<file path="config.mk">
export PLATFORM = sky130hd
export DESIGN_NAME = fc_cmd_core
export DESIGN_NICKNAME = d
export VERILOG_FILES = /design/src/inc/fc_pkg.sv /design/src/core/fc_cmd_core.sv
export SDC_FILE = /design/constraint.sdc
export NUM_CORES = 1
export LEC_CHECK = 0
export ABC_CLOCK_PERIOD_IN_PS = 9700
export BUFFER_PORTS_ARGS = -buffer_cell sky130_fd_sc_hd__buf_2
export CORE_MARGIN = 2
export CORE_UTILIZATION = 25
export DETAILED_ROUTE_END_ITERATION = 10
export GPL_TIMING_DRIVEN = 0
export SLEW_MARGIN = 40
export SYNTH_ARGS = -nofsm -noshare
export SYNTH_HDL_FRONTEND = slang
export SYNTH_SLANG_ARGS = --single-unit
export TNS_END_PERCENT = 50
</file>
<file path="constraint.sdc">
create_clock -name ref_clk -period 9.7 [get_ports ref_clk]
set_input_delay 1.94 -clock ref_clk [delete_from_list [all_inputs] [get_ports ref_clk]]
set_output_delay 1.94 -clock ref_clk [all_outputs]
set_load 0.1 [all_outputs]
</file>
<file path="src/inc/fc_pkg.sv">
/*
 * Shared constants for the floppy controller command interpreter:
 * opcodes, status byte values, parameter byte positions, timing.
 * Assumes a 125 MHz controller clock.
 */
package fc_pkg;
  typedef enum logic [3:0] {
    FC_INVALID, FC_SEEK, FC_RECAL, FC_SENSE_INT, FC_SENSE_DRV, FC_SPECIFY,
    FC_CONFIGURE, FC_READ_ID, FC_LOCK, FC_DUMPREG, FC_PERP, FC_VERSION,
    FC_FORMAT, FC_XFER
  } fc_cmd_t;

  localparam logic [7:0] FC_OP_SEEK = 8'h0f;
  localparam logic [7:0] FC_OP_RECAL = 8'h07;
  localparam logic [7:0] FC_OP_SENSE_INT = 8'h08;
  localparam logic [7:0] FC_OP_SENSE_DRV = 8'h04;
  localparam logic [7:0] FC_OP_SPECIFY = 8'h03;
  localparam logic [7:0] FC_OP_CONFIGURE = 8'h13;
  localparam logic [7:0] FC_OP_DUMPREG = 8'h0e;
  localparam logic [7:0] FC_OP_PERP = 8'h12;
  localparam logic [7:0] FC_OP_VERSION = 8'h10;
  localparam logic [6:0] FC_OP_LOCK = 7'h14;
  localparam logic [5:0] FC_OP_READ_ID = 6'h0a;
  localparam logic [5:0] FC_OP_FORMAT = 6'h0d;
  localparam logic [4:0] FC_OP_READ = 5'h06;
  localparam logic [4:0] FC_OP_READ_DEL = 5'h0c;
  localparam logic [4:0] FC_OP_WRITE = 5'h05;
  localparam logic [4:0] FC_OP_WRITE_DEL = 5'h09;
  localparam logic [4:0] FC_OP_READ_TRK = 5'h02;
  localparam logic [4:0] FC_OP_VERIFY = 5'h16;

  localparam logic [7:0] FC_ST0_INVALID = 8'h80;
  localparam logic [7:0] FC_ST0_ABNORMAL = 8'h40;
  localparam logic [7:0] FC_ST0_SEEK_END = 8'h20;
  localparam logic [7:0] FC_VERSION_ID = 8'h90;
  localparam logic [7:0] FC_ZERO_BYTE = 8'h00;

  // Total bytes per command, opcode included; last two are result byte counts
  localparam logic [3:0] FC_LEN_1 = 4'h1;
  localparam logic [3:0] FC_LEN_2 = 4'h2;
  localparam logic [3:0] FC_LEN_3 = 4'h3;
  localparam logic [3:0] FC_LEN_4 = 4'h4;
  localparam logic [3:0] FC_LEN_6 = 4'h6;
  localparam logic [3:0] FC_LEN_9 = 4'h9;
  localparam logic [3:0] FC_RES_XFER = 4'h7;
  localparam logic [3:0] FC_RES_DUMP = 4'ha;

  // Parameter byte positions
  localparam int FC_IX_OP = 0;
  localparam int FC_IX_SEL = 1;
  localparam int FC_IX_CYL = 2;
  localparam int FC_IX_HEAD = 3;
  localparam int FC_IX_SEC = 4;
  localparam int FC_IX_SIZE = 5;
  localparam int FC_IX_EOT = 6;
  localparam int FC_IX_CFG = 2;
  localparam int FC_IX_PRETRK = 3;
  localparam int FC_IX_FMT_SC = 3;

  // Head settle unit per programmed count
  localparam int FC_CLK_NS = 8;
  localparam int FC_SETTLE_UNIT_NS = 1000;
  localparam int FC_SETTLE_UNIT_CYC =
    (FC_SETTLE_UNIT_NS + FC_CLK_NS - 1) / FC_CLK_NS;
endpackage

</file>
<file path="src/core/fc_cmd_core.sv">
/*
 * Command-phase interpreter of the floppy controller: takes command
 * bytes from the host, runs the control commands, hands seeks and data
 * transfers to the positioner and the transfer engine, returns results.
 * Assumes host strobes, positioner and engine run on ref_clk; drive
 * status pins are asynchronous.
 */
// Behaviour
// - Sense interrupt with one pending returns status zero then the present cylinder.
// - Sense drive takes head/drive byte, returns selected drive status.
// - Seek takes head/drive byte and target cylinder, moves the head.
// - Read ID stores first valid sector ID, returns final status.
// - Unknown opcode is a no-op returning one byte 80H.
// - Dump returns sector count after format, final sector after transfer.
// - Drive select bits in commands never drive external select pins.
// - Read, write, verify share parameter and result layouts.
// - Implied seek enabled makes transfers seek to the cylinder first when it differs from the present one.
// - Drive busy flag is set during the implied seek.
// - Failed implied seek reports error and failing cylinder in results.
// - Head settle time waited before a transfer starts reading IDs.
`timescale 1ns/1ps
`default_nettype none
module fc_cmd_core #(
  parameter int SETTLE_UNIT_CYC = fc_pkg::FC_SETTLE_UNIT_CYC
) (
  input wire logic ref_clk,
  input wire logic resetn,
  input wire logic cmd_wr,
  input wire logic [7:0] cmd_data,
  output logic cmd_ready,
  input wire logic res_rd,
  output logic res_avail,
  output logic [7:0] res_data,
  output logic ctrl_busy,
  output logic [3:0] drive_busy,
  output logic int_pending,
  input wire logic [3:0] write_protect_pin,
  input wire logic [3:0] drive_ready_pin,
  input wire logic [3:0] track_zero_pin,
  output logic seek_req,
  output logic [1:0] seek_drive,
  output logic [7:0] seek_cyl,
  input wire logic seek_done,
  input wire logic seek_fail,
  input wire logic [7:0] seek_fail_cyl,
  output logic exec_req,
  output logic [7:0] exec_opcode,
  output logic [7:0] exec_select,
  output logic [7:0] exec_cyl,
  output logic [7:0] exec_head,
  output logic [7:0] exec_sector,
  output logic [7:0] exec_size,
  output logic [7:0] exec_final,
  input wire logic exec_done,
  input wire logic [7:0] exec_st0,
  input wire logic [7:0] exec_st1,
  input wire logic [7:0] exec_st2,
  input wire logic [7:0] exec_c,
  input wire logic [7:0] exec_h,
  input wire logic [7:0] exec_r,
  input wire logic [7:0] exec_n,
  output logic implied_seek_enable,
  output logic [7:0] config_byte,
  output logic [3:0] step_rate_time,
  output logic [6:0] head_load_time,
  output logic lock_state
);
  typedef enum logic [2:0] {
    S_IDLE, S_PARAM, S_DISPATCH, S_SEEK, S_SETTLE, S_EXEC, S_RES
  } fc_state_t;

  fc_state_t state_r, state_nxt;
  logic [7:0] prm_r [0:8];
  logic [7:0] prm_nxt [0:8];
  logic [7:0] res_r [0:9];
  logic [7:0] res_nxt [0:9];
  logic [7:0] pcn_r [0:3];
  logic [7:0] pcn_nxt [0:3];
  fc_pkg::fc_cmd_t kind_r, kind_nxt;
  logic [3:0] cnt_r, cnt_nxt, len_r, len_nxt, idx_r, idx_nxt;
  logic [7:0] spec1_r, spec1_nxt, spec2_r, spec2_nxt;
  logic [7:0] cfg_r, cfg_nxt, pretrk_r, pretrk_nxt, perp_r, perp_nxt;
  logic [7:0] sc_r, sc_nxt, eot_r, eot_nxt, st0p_r, st0p_nxt;
  logic [7:0] res_data_r, res_data_nxt, seek_cyl_r, seek_cyl_nxt;
  logic last_fmt_r, last_fmt_nxt, lock_r, lock_nxt, pend_r, pend_nxt;
  logic go_xfer_r, go_xfer_nxt;
  logic [1:0] drv_r, drv_nxt, pdrv_r, pdrv_nxt;
  logic [22:0] settle_r, settle_nxt;
  logic [3:0] wp_m, wp_s, rdy_m, rdy_s, t0_m, t0_s;
  logic [1:0] sel_drv;
  logic sel_head;

  function automatic fc_pkg::fc_cmd_t classify(input logic [7:0] op);
    if (op == fc_pkg::FC_OP_SEEK) return fc_pkg::FC_SEEK;
    if (op == fc_pkg::FC_OP_RECAL) return fc_pkg::FC_RECAL;
    if (op == fc_pkg::FC_OP_SENSE_INT) return fc_pkg::FC_SENSE_INT;
    if (op == fc_pkg::FC_OP_SENSE_DRV) return fc_pkg::FC_SENSE_DRV;
    if (op == fc_pkg::FC_OP_SPECIFY) return fc_pkg::FC_SPECIFY;
    if (op == fc_pkg::FC_OP_CONFIGURE) return fc_pkg::FC_CONFIGURE;
    if (op == fc_pkg::FC_OP_DUMPREG) return fc_pkg::FC_DUMPREG;
    if (op == fc_pkg::FC_OP_PERP) return fc_pkg::FC_PERP;
    if (op == fc_pkg::FC_OP_VERSION) return fc_pkg::FC_VERSION;
    if (op[6:0] == fc_pkg::FC_OP_LOCK) return fc_pkg::FC_LOCK;
    if (op[7] == 1'b0 && op[5:0] == fc_pkg::FC_OP_READ_ID)
      return fc_pkg::FC_READ_ID;
    if (op[7] == 1'b0 && op[5:0] == fc_pkg::FC_OP_FORMAT)
      return fc_pkg::FC_FORMAT;
    // Transfer family differs only in the low five bits
    case (op[4:0])
      fc_pkg::FC_OP_READ, fc_pkg::FC_OP_READ_DEL, fc_pkg::FC_OP_WRITE,
      fc_pkg::FC_OP_WRITE_DEL, fc_pkg::FC_OP_READ_TRK,
      fc_pkg::FC_OP_VERIFY: return fc_pkg::FC_XFER;
      default: return fc_pkg::FC_INVALID;
    endcase
  endfunction

  function automatic logic [3:0] cmd_len(input fc_pkg::fc_cmd_t k);
    case (k)
      fc_pkg::FC_SEEK, fc_pkg::FC_SPECIFY: return fc_pkg::FC_LEN_3;
      fc_pkg::FC_RECAL, fc_pkg::FC_SENSE_DRV, fc_pkg::FC_READ_ID,
      fc_pkg::FC_PERP: return fc_pkg::FC_LEN_2;
      fc_pkg::FC_CONFIGURE: return fc_pkg::FC_LEN_4;
      fc_pkg::FC_FORMAT: return fc_pkg::FC_LEN_6;
      fc_pkg::FC_XFER: return fc_pkg::FC_LEN_9;
      default: return fc_pkg::FC_LEN_1;
    endcase
  endfunction

  // Drive status pins are asynchronous to ref_clk
  always_ff @(posedge ref_clk or negedge resetn) begin
    if (!resetn) begin
      wp_m <= 4'h0;
      wp_s <= 4'h0;
      rdy_m <= 4'h0;
      rdy_s <= 4'h0;
      t0_m <= 4'h0;
      t0_s <= 4'h0;
    end else begin
      wp_m <= write_protect_pin;
      wp_s <= wp_m;
      rdy_m <= drive_ready_pin;
      rdy_s <= rdy_m;
      t0_m <= track_zero_pin;
      t0_s <= t0_m;
    end
  end

  // Select bits steer only internal state, never the drive pins
  assign sel_drv = prm_r[fc_pkg::FC_IX_SEL][1:0];
  assign sel_head = prm_r[fc_pkg::FC_IX_SEL][2];

  always_comb begin
    state_nxt = state_r;
    prm_nxt = prm_r;
    res_nxt = res_r;
    pcn_nxt = pcn_r;
    kind_nxt = kind_r;
    cnt_nxt = cnt_r;
    len_nxt = len_r;
    idx_nxt = idx_r;
    spec1_nxt = spec1_r;
    spec2_nxt = spec2_r;
    cfg_nxt = cfg_r;
    pretrk_nxt = pretrk_r;
    perp_nxt = perp_r;
    sc_nxt = sc_r;
    eot_nxt = eot_r;
    st0p_nxt = st0p_r;
    seek_cyl_nxt = seek_cyl_r;
    last_fmt_nxt = last_fmt_r;
    lock_nxt = lock_r;
    pend_nxt = pend_r;
    go_xfer_nxt = go_xfer_r;
    drv_nxt = drv_r;
    pdrv_nxt = pdrv_r;
    settle_nxt = settle_r;
    unique case (state_r)
      S_IDLE: begin
        if (cmd_wr) begin
          prm_nxt[fc_pkg::FC_IX_OP] = cmd_data;
          kind_nxt = classify(cmd_data);
          len_nxt = cmd_len(classify(cmd_data));
          cnt_nxt = fc_pkg::FC_LEN_1;
          state_nxt = (cmd_len(classify(cmd_data)) == fc_pkg::FC_LEN_1) ?
                      S_DISPATCH : S_PARAM;
        end
      end
      S_PARAM: begin
        if (cmd_wr) begin
          prm_nxt[cnt_r] = cmd_data;
          cnt_nxt = cnt_r + 4'h1;
          if (cnt_r + 4'h1 == len_r) state_nxt = S_DISPATCH;
        end
      end
      S_DISPATCH: begin
        idx_nxt = 4'h0;
        cnt_nxt = fc_pkg::FC_LEN_1;
        state_nxt = S_RES;
        drv_nxt = sel_drv;
        go_xfer_nxt = 1'b0;
        unique case (kind_r)
          fc_pkg::FC_INVALID: res_nxt[0] = fc_pkg::FC_ST0_INVALID;
          fc_pkg::FC_SEEK, fc_pkg::FC_RECAL: begin
            seek_cyl_nxt = (kind_r == fc_pkg::FC_SEEK) ?
              prm_r[fc_pkg::FC_IX_CYL] : fc_pkg::FC_ZERO_BYTE;
            state_nxt = S_SEEK;
          end
          fc_pkg::FC_SENSE_INT: begin
            if (pend_r) begin
              res_nxt[0] = st0p_r;
              res_nxt[1] = pcn_r[pdrv_r];
              cnt_nxt = fc_pkg::FC_LEN_2;
              pend_nxt = 1'b0;
            end else begin
              res_nxt[0] = fc_pkg::FC_ST0_INVALID;
            end
          end
          fc_pkg::FC_SENSE_DRV:
            res_nxt[0] = {1'b0, wp_s[sel_drv], rdy_s[sel_drv],
                          t0_s[sel_drv], 1'b0, sel_head, sel_drv};
          fc_pkg::FC_SPECIFY: begin
            spec1_nxt = prm_r[1];
            spec2_nxt = prm_r[2];
            state_nxt = S_IDLE;
          end
          fc_pkg::FC_CONFIGURE: begin
            cfg_nxt = prm_r[fc_pkg::FC_IX_CFG];
            pretrk_nxt = prm_r[fc_pkg::FC_IX_PRETRK];
            state_nxt = S_IDLE;
          end
          fc_pkg::FC_READ_ID: state_nxt = S_EXEC;
          fc_pkg::FC_LOCK: begin
            lock_nxt = prm_r[fc_pkg::FC_IX_OP][7];
            res_nxt[0] = {3'h0, prm_r[fc_pkg::FC_IX_OP][7], 4'h0};
          end
          fc_pkg::FC_DUMPREG: begin
            res_nxt[0] = pcn_r[0];
            res_nxt[1] = pcn_r[1];
            res_nxt[2] = pcn_r[2];
            res_nxt[3] = pcn_r[3];
            res_nxt[4] = spec1_r;
            res_nxt[5] = spec2_r;
            res_nxt[6] = last_fmt_r ? sc_r : eot_r;
            res_nxt[7] = {lock_r, 1'b0, perp_r[5:0]};
            res_nxt[8] = cfg_r;
            res_nxt[9] = pretrk_r;
            cnt_nxt = fc_pkg::FC_RES_DUMP;
          end
          fc_pkg::FC_PERP: begin
            perp_nxt = prm_r[1];
            state_nxt = S_IDLE;
          end
          fc_pkg::FC_VERSION: res_nxt[0] = fc_pkg::FC_VERSION_ID;
          fc_pkg::FC_FORMAT: begin
            sc_nxt = prm_r[fc_pkg::FC_IX_FMT_SC];
            last_fmt_nxt = 1'b1;
            settle_nxt = 23'(spec2_r[7:1] * SETTLE_UNIT_CYC);
            state_nxt = S_SETTLE;
          end
          fc_pkg::FC_XFER: begin
            eot_nxt = prm_r[fc_pkg::FC_IX_EOT];
            last_fmt_nxt = 1'b0;
            seek_cyl_nxt = prm_r[fc_pkg::FC_IX_CYL];
            settle_nxt = 23'(spec2_r[7:1] * SETTLE_UNIT_CYC);
            if (cfg_r[6] && prm_r[fc_pkg::FC_IX_CYL] != pcn_r[sel_drv]) begin
              go_xfer_nxt = 1'b1;
              state_nxt = S_SEEK;
            end else begin
              state_nxt = S_SETTLE;
            end
          end
        endcase
      end
      S_SEEK: begin
        if (seek_done || seek_fail) begin
          pcn_nxt[drv_r] = seek_done ? seek_cyl_r : seek_fail_cyl;
          if (go_xfer_r && seek_done) begin
            state_nxt = S_SETTLE;
          end else if (go_xfer_r) begin
            // Failed implied seek ends the transfer with abnormal-termination results
            res_nxt[0] = fc_pkg::FC_ST0_ABNORMAL | fc_pkg::FC_ST0_SEEK_END |
                         {5'h0, sel_head, drv_r};
            res_nxt[1] = fc_pkg::FC_ZERO_BYTE;
            res_nxt[2] = fc_pkg::FC_ZERO_BYTE;
            res_nxt[3] = seek_fail_cyl;
            res_nxt[4] = prm_r[fc_pkg::FC_IX_HEAD];
            res_nxt[5] = prm_r[fc_pkg::FC_IX_SEC];
            res_nxt[6] = prm_r[fc_pkg::FC_IX_SIZE];
            cnt_nxt = fc_pkg::FC_RES_XFER;
            state_nxt = S_RES;
          end else begin
            pend_nxt = 1'b1;
            pdrv_nxt = drv_r;
            st0p_nxt = fc_pkg::FC_ST0_SEEK_END |
                       (seek_fail ? fc_pkg::FC_ST0_ABNORMAL :
                        fc_pkg::FC_ZERO_BYTE) | {5'h0, sel_head, drv_r};
            state_nxt = S_IDLE;
          end
        end
      end
      S_SETTLE: begin
        // Settle wait precedes any ID search of the transfer
        if (settle_r == 23'h0) state_nxt = S_EXEC;
        else settle_nxt = settle_r - 23'h1;
      end
      S_EXEC: begin
        if (exec_done) begin
          res_nxt[0] = exec_st0;
          res_nxt[1] = exec_st1;
          res_nxt[2] = exec_st2;
          res_nxt[3] = exec_c;
          res_nxt[4] = exec_h;
          res_nxt[5] = exec_r;
          res_nxt[6] = exec_n;
          cnt_nxt = fc_pkg::FC_RES_XFER;
          pcn_nxt[drv_r] = (kind_r == fc_pkg::FC_FORMAT) ?
                           pcn_r[drv_r] : exec_c;
          state_nxt = S_RES;
        end
      end
      S_RES: begin
        if (res_rd) begin
          idx_nxt = idx_r + 4'h1;
          if (idx_r + 4'h1 == cnt_r) state_nxt = S_IDLE;
        end
      end
    endcase
    res_data_nxt = res_nxt[idx_nxt];
  end

  always_ff @(posedge ref_clk or negedge resetn) begin
    if (!resetn) begin
      state_r <= S_IDLE;
      for (int i = 0; i < 9; i++) prm_r[i] <= 8'h00;
      for (int i = 0; i < 10; i++) res_r[i] <= 8'h00;
      for (int i = 0; i < 4; i++) pcn_r[i] <= 8'h00;
      kind_r <= fc_pkg::FC_INVALID;
      cnt_r <= 4'h0;
      len_r <= 4'h0;
      idx_r <= 4'h0;
      spec1_r <= 8'h00;
      spec2_r <= 8'h00;
      cfg_r <= 8'h00;
      pretrk_r <= 8'h00;
      perp_r <= 8'h00;
      sc_r <= 8'h00;
      eot_r <= 8'h00;
      st0p_r <= 8'h00;
      res_data_r <= 8'h00;
      seek_cyl_r <= 8'h00;
      last_fmt_r <= 1'b0;
      lock_r <= 1'b0;
      pend_r <= 1'b0;
      go_xfer_r <= 1'b0;
      drv_r <= 2'h0;
      pdrv_r <= 2'h0;
      settle_r <= 23'h0;
    end else begin
      state_r <= state_nxt;
      prm_r <= prm_nxt;
      res_r <= res_nxt;
      pcn_r <= pcn_nxt;
      kind_r <= kind_nxt;
      cnt_r <= cnt_nxt;
      len_r <= len_nxt;
      idx_r <= idx_nxt;
      spec1_r <= spec1_nxt;
      spec2_r <= spec2_nxt;
      cfg_r <= cfg_nxt;
      pretrk_r <= pretrk_nxt;
      perp_r <= perp_nxt;
      sc_r <= sc_nxt;
      eot_r <= eot_nxt;
      st0p_r <= st0p_nxt;
      res_data_r <= res_data_nxt;
      seek_cyl_r <= seek_cyl_nxt;
      last_fmt_r <= last_fmt_nxt;
      lock_r <= lock_nxt;
      pend_r <= pend_nxt;
      go_xfer_r <= go_xfer_nxt;
      drv_r <= drv_nxt;
      pdrv_r <= pdrv_nxt;
      settle_r <= settle_nxt;
    end
  end

  // Writes are refused while results are still owed to the host
  assign cmd_ready = (state_r == S_IDLE) || (state_r == S_PARAM);
  assign res_avail = (state_r == S_RES);
  assign res_data = res_data_r;
  assign ctrl_busy = (state_r != S_IDLE);
  assign drive_busy = (state_r == S_SEEK) ? 4'(1 << drv_r) : 4'h0;
  assign int_pending = pend_r;
  assign seek_req = (state_r == S_SEEK);
  assign seek_drive = drv_r;
  assign seek_cyl = seek_cyl_r;
  assign exec_req = (state_r == S_EXEC);
  assign exec_opcode = prm_r[fc_pkg::FC_IX_OP];
  assign exec_select = prm_r[fc_pkg::FC_IX_SEL];
  assign exec_cyl = prm_r[fc_pkg::FC_IX_CYL];
  assign exec_head = prm_r[fc_pkg::FC_IX_HEAD];
  assign exec_sector = prm_r[fc_pkg::FC_IX_SEC];
  assign exec_size = prm_r[fc_pkg::FC_IX_SIZE];
  assign exec_final = prm_r[fc_pkg::FC_IX_EOT];
  assign implied_seek_enable = cfg_r[6];
  assign config_byte = cfg_r;
  assign step_rate_time = spec1_r[7:4];
  assign head_load_time = spec2_r[7:1];
  assign lock_state = lock_r;
endmodule
`default_nettype wire

</file>
==> metrics.txt, run 1 <==
status=finished clean; Critical Path Start=state_r[2]; worst clock skew=15.1 ps; Rows=96; M2 GR Usage=29.6%; IO buf count=193; FF+latch area=7880 µm²; vias=14700; All-Layer GR Usage=19.0%; vias in the first global route=14700; pin count of the biggest net entering global routing=77; Setup crit end kind=primary output; synthesized flop and latch total=315; drt first pass iters=8; area grow syn2layout=20.9%; Ports=196; share of cells above drive strength 1=25.2%; n_diodes=0; Crit Path Max Fanout=10; die height=266 µm; Remaining Overflow, GRT=0; # Post-CTS Setup Buffers=0; Synth top area share=46.0%; LEAKAGE=9.76 nW; critical setup path kind=reg2out; final hold viol count=0; Crit path required time=7760 ps; setup TNS=0 ps; GRT busiest layer=met2; Largest Register=res_r; Nets=2047; CTS Sinks=315; predominant post-synthesis flop cell=dfrtp_1; max_slew headroom=40.3%; Post-Route WL=68000 µm; Gate Count Post-Synth=1652; effective utilization at floorplan=25.1%; Syn Area/Cell=10.4 µm²; multi-input logic area=8490 µm²; fin. max-slew vios=0; Setup violations, final=0; CTS tree=done; DRT antenna net count=0; Worst VDD drop=142 µV; core area=68200 µm²; Initial DRC Count=1537; Cell variety after synth=92; HP Class=reg2reg; area leader, netlist=dfrtp_1; worst hold start=rdy_m[3]; final hold slack=346 ps; register area share after synthesis=46.0%; FILL cells=7105; GP Congestion=0.946; Tmin final=5630 ps; M3 GR Usage=4.90%; DR WL/cell=24.3 µm; Post-CTS Resized=0; DRC viols=0; actual slew at the worst max-slew pin=893 ps; CTS H-tree depth=2; CP arrival=3690 ps; FMAX=178 MHz; global-route wire length before repair=99000 µm; Largest register FFs=80; pwr dens=368 nW/µm²; fin crit share=58.1%; top cells by area, synth=dfrtp_1 (46%), mux2_2 (8.3%), nand2_1 (4.7%); syn nets=1807; Yosys warnings=0; Clock Tree Root=clkbuf_16; max_cap viols=0; worst skew pair latency=570 ps; die width=266 µm; unrepaired setup endpoints after global routing=false; final core utilization=30.4%; HPWL Detailed=51900 µm; TritonCTS Buffers=39; Longest Clk Path Bufs=3; biggest regs=res_r: 80 flops, pcn_r: 32 flops, settle_r: 23 flops; initial antenna violation count=6; CTS Hold Bufs=0; total power draw=7.63 mW; met1 global-route usage=24.9%; clock transition at the registers of the reported paths=60 ps; reg-to-reg critical path startpoint=spec2_r[3]; Post-Synthesis Cell Area=17200 µm²; DR vias/cell=5.26; Die Area=70700 µm²; EDFF count, synth=0; asr flop ratio synth=100%; crit start category=flop
[worst paths after layout]
check / to / slack (ps) / depth (start not counted)
max: exec_req / 4070 / 7
min: rdy_s[3] / 350 / 0
max reg2reg: settle_r[13] / 5010 / 13
min reg2reg: rdy_s[3] / 350 / 0
max in group asynchronous: exec_opcode[2] / 6810 / 5
min in group asynchronous: res_data[4] / 1220 / 1
[layer usage]
layer	share of wire [%]	routed length, µm
met1	42	28300
met2	45	30400
met3	8.7	5910
met4	4.9	3310
met5	0.10	68
[worst max-delay path, stage by stage, from the launching register on]
cell and delay (ps):
dfrtp_1 390, buf_2 250, clkbuf_1 470, clkbuf_1 440, nand3b_1 590, clkbuf_1 440, inv_1 110, buf_2 430
[power breakdown]
group / switching [mW] / internal [mW] / total [mW] / leakage, nW
Combinational: 2.79 / 1.13 / 3.91 / 4.94
Sequential: 0.507 / 1.71 / 2.22 / 4.18
Clock: 0.617 / 0.887 / 1.50 / 0.646
Total: 3.91 / 3.72 / 7.63 / 9.76
[synth_stat cells, drive strengths merged, types with 25 or more instances]
master and number:
a21oi 50, buf 39, clkbuf 72, dfrtp 315, ha 46, inv 80
mux2 126, mux2i 36, nand2 217, nand3 30, nor2 79, o21ai 141
xnor2 25
[layout make-up]
class | instances | area share (%)
Tap cell | 882 | 5.32
Timing Repair Buffer | 199 | 5.41
Sequential cell | 315 | 38.0
Inverter | 82 | 1.48
Clock buffer | 53 | 5.31
Multi-Input combinational cell | 1144 | 41.0
Buffer | 111 | 2.45
Clock inverter | 18 | 1.04
[per-stage QoR]
step	area [µm²]	cells	setup slack, ps
after floorplan	17200	1652	3790
after global placement	19200	2727	684
after detailed placement	19400	2732	4390
after CTS	20700	2803	4200
after global routing	20700	2804	3890
final	20700	2804	4070
[cell usage in the layout, fill, tap and decap left out, drive strengths merged, types with 7 or more instances in the layout]
cell type and n:
a211oi 15, a21o 10, a21oi 50, a221o 7, a221oi 10, a222oi 24
a22o 9, a22oi 19, a31oi 9, a32oi 9, and2 11, and3 9
buf 238, clkbuf 125, clkinv 12, dfrtp 315, fa 18, ha 46
inv 84, mux2 126, mux2i 36, mux4 20, nand2 217, nand2b 10
nand3 30, nand3b 8, nand4 10, nor2 79, nor2b 8, nor3 24
nor3b 9, nor4 8, o211a 9, o211ai 17, o21ai 141, o22ai 13
or2 8, xnor2 25, xor2 11
[cells by family after synthesis]
group	Yosys count	share of synthesized area, %
AOI/OAI and AO/OA	406	16.3
buffers and inverters	193	4.72
and+or+nand+nor	456	12.7
DFF	315	46.0
xor gates and xnor gates	36	1.84
adders and majority gates	64	5.46
muxes	182	13.0
(Power assumes the default switching activity.)
==> inputs of run 2 (changes only) <==
ABC_CLOCK_PERIOD_IN_PS = 4600   (was 9700)
clock period = 4.6 ns   (was 9.7 ns; I/O delays follow)
==> metrics.txt, run 2 (synthesis gave the netlist of run 1 again) <==
Post-Layout Inst Area=20600 µm²; actual slew at the worst max-slew pin=936 ps; FMAX=227 MHz; Rows=96; Post-Route WL=67800 µm; pin count of the biggest net entering global routing=77; Crit Path Max Fanout=10; GRT busiest layer=met2; effective utilization at floorplan=25.1%; vias=14800; Longest Clk Path Bufs=3; Critical R2R Capture=settle_r[13]; drt first pass iters=6; critical setup path kind=reg2out; DR WL/cell=24.3 µm; biggest regs=res_r: 80 flops, pcn_r: 32 flops, settle_r: 23 flops; Largest register FFs=80; met1 global-route usage=25.7%; TritonCTS Buffers=37; Die Area=70700 µm²; vias in the first global route=14600; # Post-CTS Setup Buffers=0; status=finished clean; R2R Setup Slk=310 ps; initial antenna violation count=6; final hold viol count=0; Cell Chain, Critical Path=buf_2, clkbuf_1, clkbuf_1, nand3b_1, clkbuf_1, inv_1, buf_2; GP Congestion=0.941; final core utilization=30.3%; M3 GR Usage=4.02%; Critical Path Most Common Cell=clkbuf_1; HPWL Detailed=51900 µm; Worst VDD drop=399 µV; DR vias/cell=5.28; fin crit share=95.7%; Setup crit end kind=primary output; global-route wire length before repair=99100 µm; FF-to-FF path depth=13; CTS Hold Bufs=0; CP arrival=3480 ps; worst clock skew=20.4 ps; CTS H-tree depth=2; core area=68200 µm²; Initial DRC Count=1544; All-Layer GR Usage=19.0%; clock transition at the registers of the reported paths=70 ps; area grow syn2layout=20.4%; max_cap viols=0; die height=266 µm; CP top delay family=buffers and inverters; reg-to-reg critical path startpoint=spec2_r[3]; Nets=2045; IO buf count=193; Crit path required time=3680 ps; Largest Register=res_r; Clock Tree Root=clkbuf_16; slowest stage delay, CP=510 ps; M2 GR Usage=29.4%; DRC viols=0; crit start category=flop; share of cells above drive strength 1=25.4%; Remaining Overflow, GRT=0; CTS Sinks=315; pwr dens=776 nW/µm²; CTS tree=done; max_slew headroom=37.1%; Slowest-stage cell, CP=nand3b_1; unrepaired setup endpoints after global routing=false; commonest non-fill, non-tap cell in the layout=dfrtp_1; LEAKAGE=9.72 nW; worst skew pair latency=570 ps; fin. max-slew vios=0; Ports=196; die width=266 µm; DRT antenna net count=0; HP Class=in2async; Setup violations, final=0; placed cell area=19400 µm²; Tmin final=4400 ps; commonest non-fill, non-tap cells in the layout=dfrtp_1 (312), nand2_1 (217), buf_2 (213), o21ai_0 (140), mux2_2 (126); Worst Path Buf+Inv=6
[run 2: cell count changes in the layout (fill, tap and decap cells not counted), moves of 3 or more]
cell       before  now
dfrtp_2         0    3
dfrtp_1       315  312
clkinv_2        6    2
clkbuf_16      40   37
clkbuf_1       75   72
[run 2: worst max-delay path by stage]
stage / endpoint / slack, ps / from / cells after the start
2_1_floorplan: drive_busy[2] / -150 / seek_drive[1] / 3
3_3_place_gp: exec_opcode[7] / -3280 / resetn / 1
3_5_place_dp: settle_r[13] / -50 / spec2_r[3] / 13
4_1_cts: settle_r[13] / 0.3 / spec2_r[2] / 13
5_1_grt: exec_req / 9 / state_r[2] / 7
6_report: exec_req / 200 / state_r[2] / 7
[run 2: cell type report]
type	instances	area, µm²
Antenna cell	1	2.50
Buffer	111	508
Clock buffer	49	1040
Clock inverter	14	189
Fill cell	7073	47600
Inverter	82	308
Multi-Input combinational cell	1144	8510
Sequential cell	315	7890
Tap cell	882	1100
Timing Repair Buffer	199	1100
[run 2: report_power, final]
part | total, mW | internal [mW] | switching, mW
combinational | 8.35 | 2.39 | 5.97
sequential | 4.65 | 3.61 | 1.04
clock | 3.03 | 1.77 | 1.25
[run 2: per-layer routing]
layer | vias to the layer above | share of wire (%)
li1 | 6465 | -
met1 | 7461 | 42
met2 | 708 | 45
met3 | 138 | 8.5
met4 | 2 | 4.0
met5 | - | 0.019
[run 2: timing repair]
| item | 4_1_cts | 5_1_grt |
|---|---|---|
| resized for setup | 1 | 3 |
| endpoints found under the hold margin | 0 | 0 |
| endpoints found under the setup margin | 1 | 3 |
[run 2: stage by stage]
stage / cells / total power [mW] / setup TNS (ps) / hold slack, ps / setup WS (ps)
2_1_floorplan: 1652 / 10.4 / -147 / 331 / -147
3_3_place_gp: 2727 / 12.8 / -1021790 / 336 / -3280
3_5_place_dp: 2732 / 12.9 / -53.9 / 335 / -53.9
4_1_cts: 2795 / 16.0 / 0 / 265 / 0.340
5_1_grt: 2797 / 16.8 / 0 / 281 / 8.71
6_report: 2797 / 16.0 / 0 / 258 / 196
[run 2: worst register-to-register path, cell delays in order (launching register included)]
cell	delay (ps)
dfrtp_2	570
fa_1	540
fa_1	550
inv_1	50
fa_1	510
inv_1	50
fa_1	440
ha_1	340
a211oi_1	220
nor2_1	100
o41ai_2	280
o21ai_0	170
xnor2_1	240
o211ai_1	100
==> inputs of run 3 (changes only) <==
ABC_CLOCK_PERIOD_IN_PS = 4400   (was 4600)
clock period = 4.4 ns   (was 4.6 ns; I/O delays follow)
==> metrics.txt, run 3 (synthesis gave the netlist of run 1 again) <==
pin count of the biggest net entering global routing=77; CP top delay family=adder cells; NetSw=8.66 mW; HPWL Detailed=51900 µm; critical setup path kind=reg2reg; Longest Clk Path Bufs=3; max_cap viols=0; DRC viols=0; Remaining Overflow, GRT=0; setup TNS=0 ps; Ports=196; CTS Hold Bufs=0; core area=68200 µm²; Slowest-stage cell, CP=fa_1; IO buf count=193; Setup violations, final=0; HP Class=in2async; drt first pass iters=6; Worst VDD drop=417 µV; LEAKAGE=9.73 nW; unrepaired setup endpoints after global routing=true; pwr dens=812 nW/µm²; GP Congestion=0.941; Largest Register=res_r; Setup crit end kind=flop; vias=14800; Crit path required time=4820 ps; Post-Route WL=68100 µm; pre-CTS WS=-254 ps; area grow syn2layout=20.6%; Largest register FFs=80; Post-Layout Inst Area=20700 µm²; global-route wire length before repair=99300 µm; Nets=2048; fin. max-slew vios=0; switching fraction of total power=51.6%; final setup margin=127 ps; fin crit share=97.1%; die height=266 µm; CP arrival=4700 ps; CTS H-tree depth=2; actual slew at the worst max-slew pin=926 ps; commonest non-fill, non-tap cells in the layout=dfrtp_1 (312), nand2_1 (217), buf_2 (212), o21ai_0 (140), mux2_2 (126); biggest regs=res_r: 80 flops, pcn_r: 32 flops, settle_r: 23 flops; Clock Power Share=18.9%; CTS Sinks=315; DR vias/cell=5.29; Worst Path Buf+Inv=2; effective utilization at floorplan=25.1%; Crit Path Max Fanout=8; total power draw=16.8 mW; status=finished clean; clock transition at the registers of the reported paths=60 ps; share of cells above drive strength 1=25.5%; register share of total power=28.9%; Initial DRC Count=1528; placed cell area=19400 µm²; max_slew headroom=37.8%; slowest stage delay, CP=550 ps; Rows=96; CTS tree=done; worst skew pair latency=570 ps; DRT antenna net count=0; DR WL/cell=24.3 µm; initial antenna violation count=6; vias in the first global route=14700; Cell Chain, Critical Path=fa_1, fa_1, inv_1, fa_1, inv_1, fa_1, ha_1, o21ai_0, o21ai_0, a31o_2, a21oi_1, xor2_1, o21ai_0; crit start category=flop; FMAX=234 MHz; Die Area=70700 µm²; worst clock skew=18.2 ps; final hold viol count=0; commonest non-fill, non-tap cell in the layout=dfrtp_1; internal power=8.13 mW; combinational share of power=52.3%; Tmin final=4270 ps; Clock Tree Root=clkbuf_16; Critical Path Most Common Cell=fa_1; All-Layer GR Usage=19.0%; die width=266 µm; final core utilization=30.3%; TritonCTS Buffers=37
## run 3: cell types whose count changed in the layout (fill, tap and decap cells not counted)
cell / change
buf_2: -1
buf_4: +4
## run 3: path summary, 6_finish.rpt
kind | to | startpoint | cells after the start | slack [ps]
setup / recovery | settle_r[12] | spec2_r[2] | 13 | 130
hold / removal | res_data[1] | resetn | 1 | 220
setup reg to reg | settle_r[12] | spec2_r[2] | 13 | 130
hold reg to reg | t0_s[3] | t0_m[3] | 0 | 350
max in group asynchronous | exec_opcode[6] | resetn | 4 | 2800
min in group ref_clk | t0_s[3] | t0_m[3] | 0 | 350
## run 3: metal layers
metal	share of wire [%]	vias up	global-route usage [%]
li1	-	6482	-
met1	43	7470	25.8
met2	45	712	29.6
met3	8.2	145	3.86
met4	4.3	2	7.65
met5	0.019	-	0
## run 3: power groups by stage
stage	clock, mW	combinational, mW	sequential [mW]
after floorplan	0	4.38	6.47
after global placement	0	8.53	4.83
after detailed placement	0	8.63	4.88
after CTS	3.21	8.70	4.83
after global routing	3.32	9.33	4.93
final	3.17	8.78	4.85
## run 3: final cells by class
type / instances / area [µm²]
clock inverters: 14 / 189
multi-input cells: 1144 / 8510
inverters: 82 / 308
repair buffers: 202 / 1120
flip-flops and latches: 315 / 7890
plain buffers: 111 / 508
well taps: 882 / 1100
diodes: 1 / 2.50
fillers: 7072 / 47600
clock buffers: 49 / 1040
## run 3: metrics by stage
stage	hold slack, ps	std cells
final	220	2800
after global routing	241	2800
after CTS	225	2797
after detailed placement	335	2732
after global placement	336	2727
after floorplan	331	1652
## run 3: what timing repair did
item / in CTS / in global routing
hold endpoints to repair: 0 / 0
gates resized for setup: 4 / 0
setup endpoints to repair: 5 / 3
pin swaps: 0 / 1
buffers inserted: 2 / 2
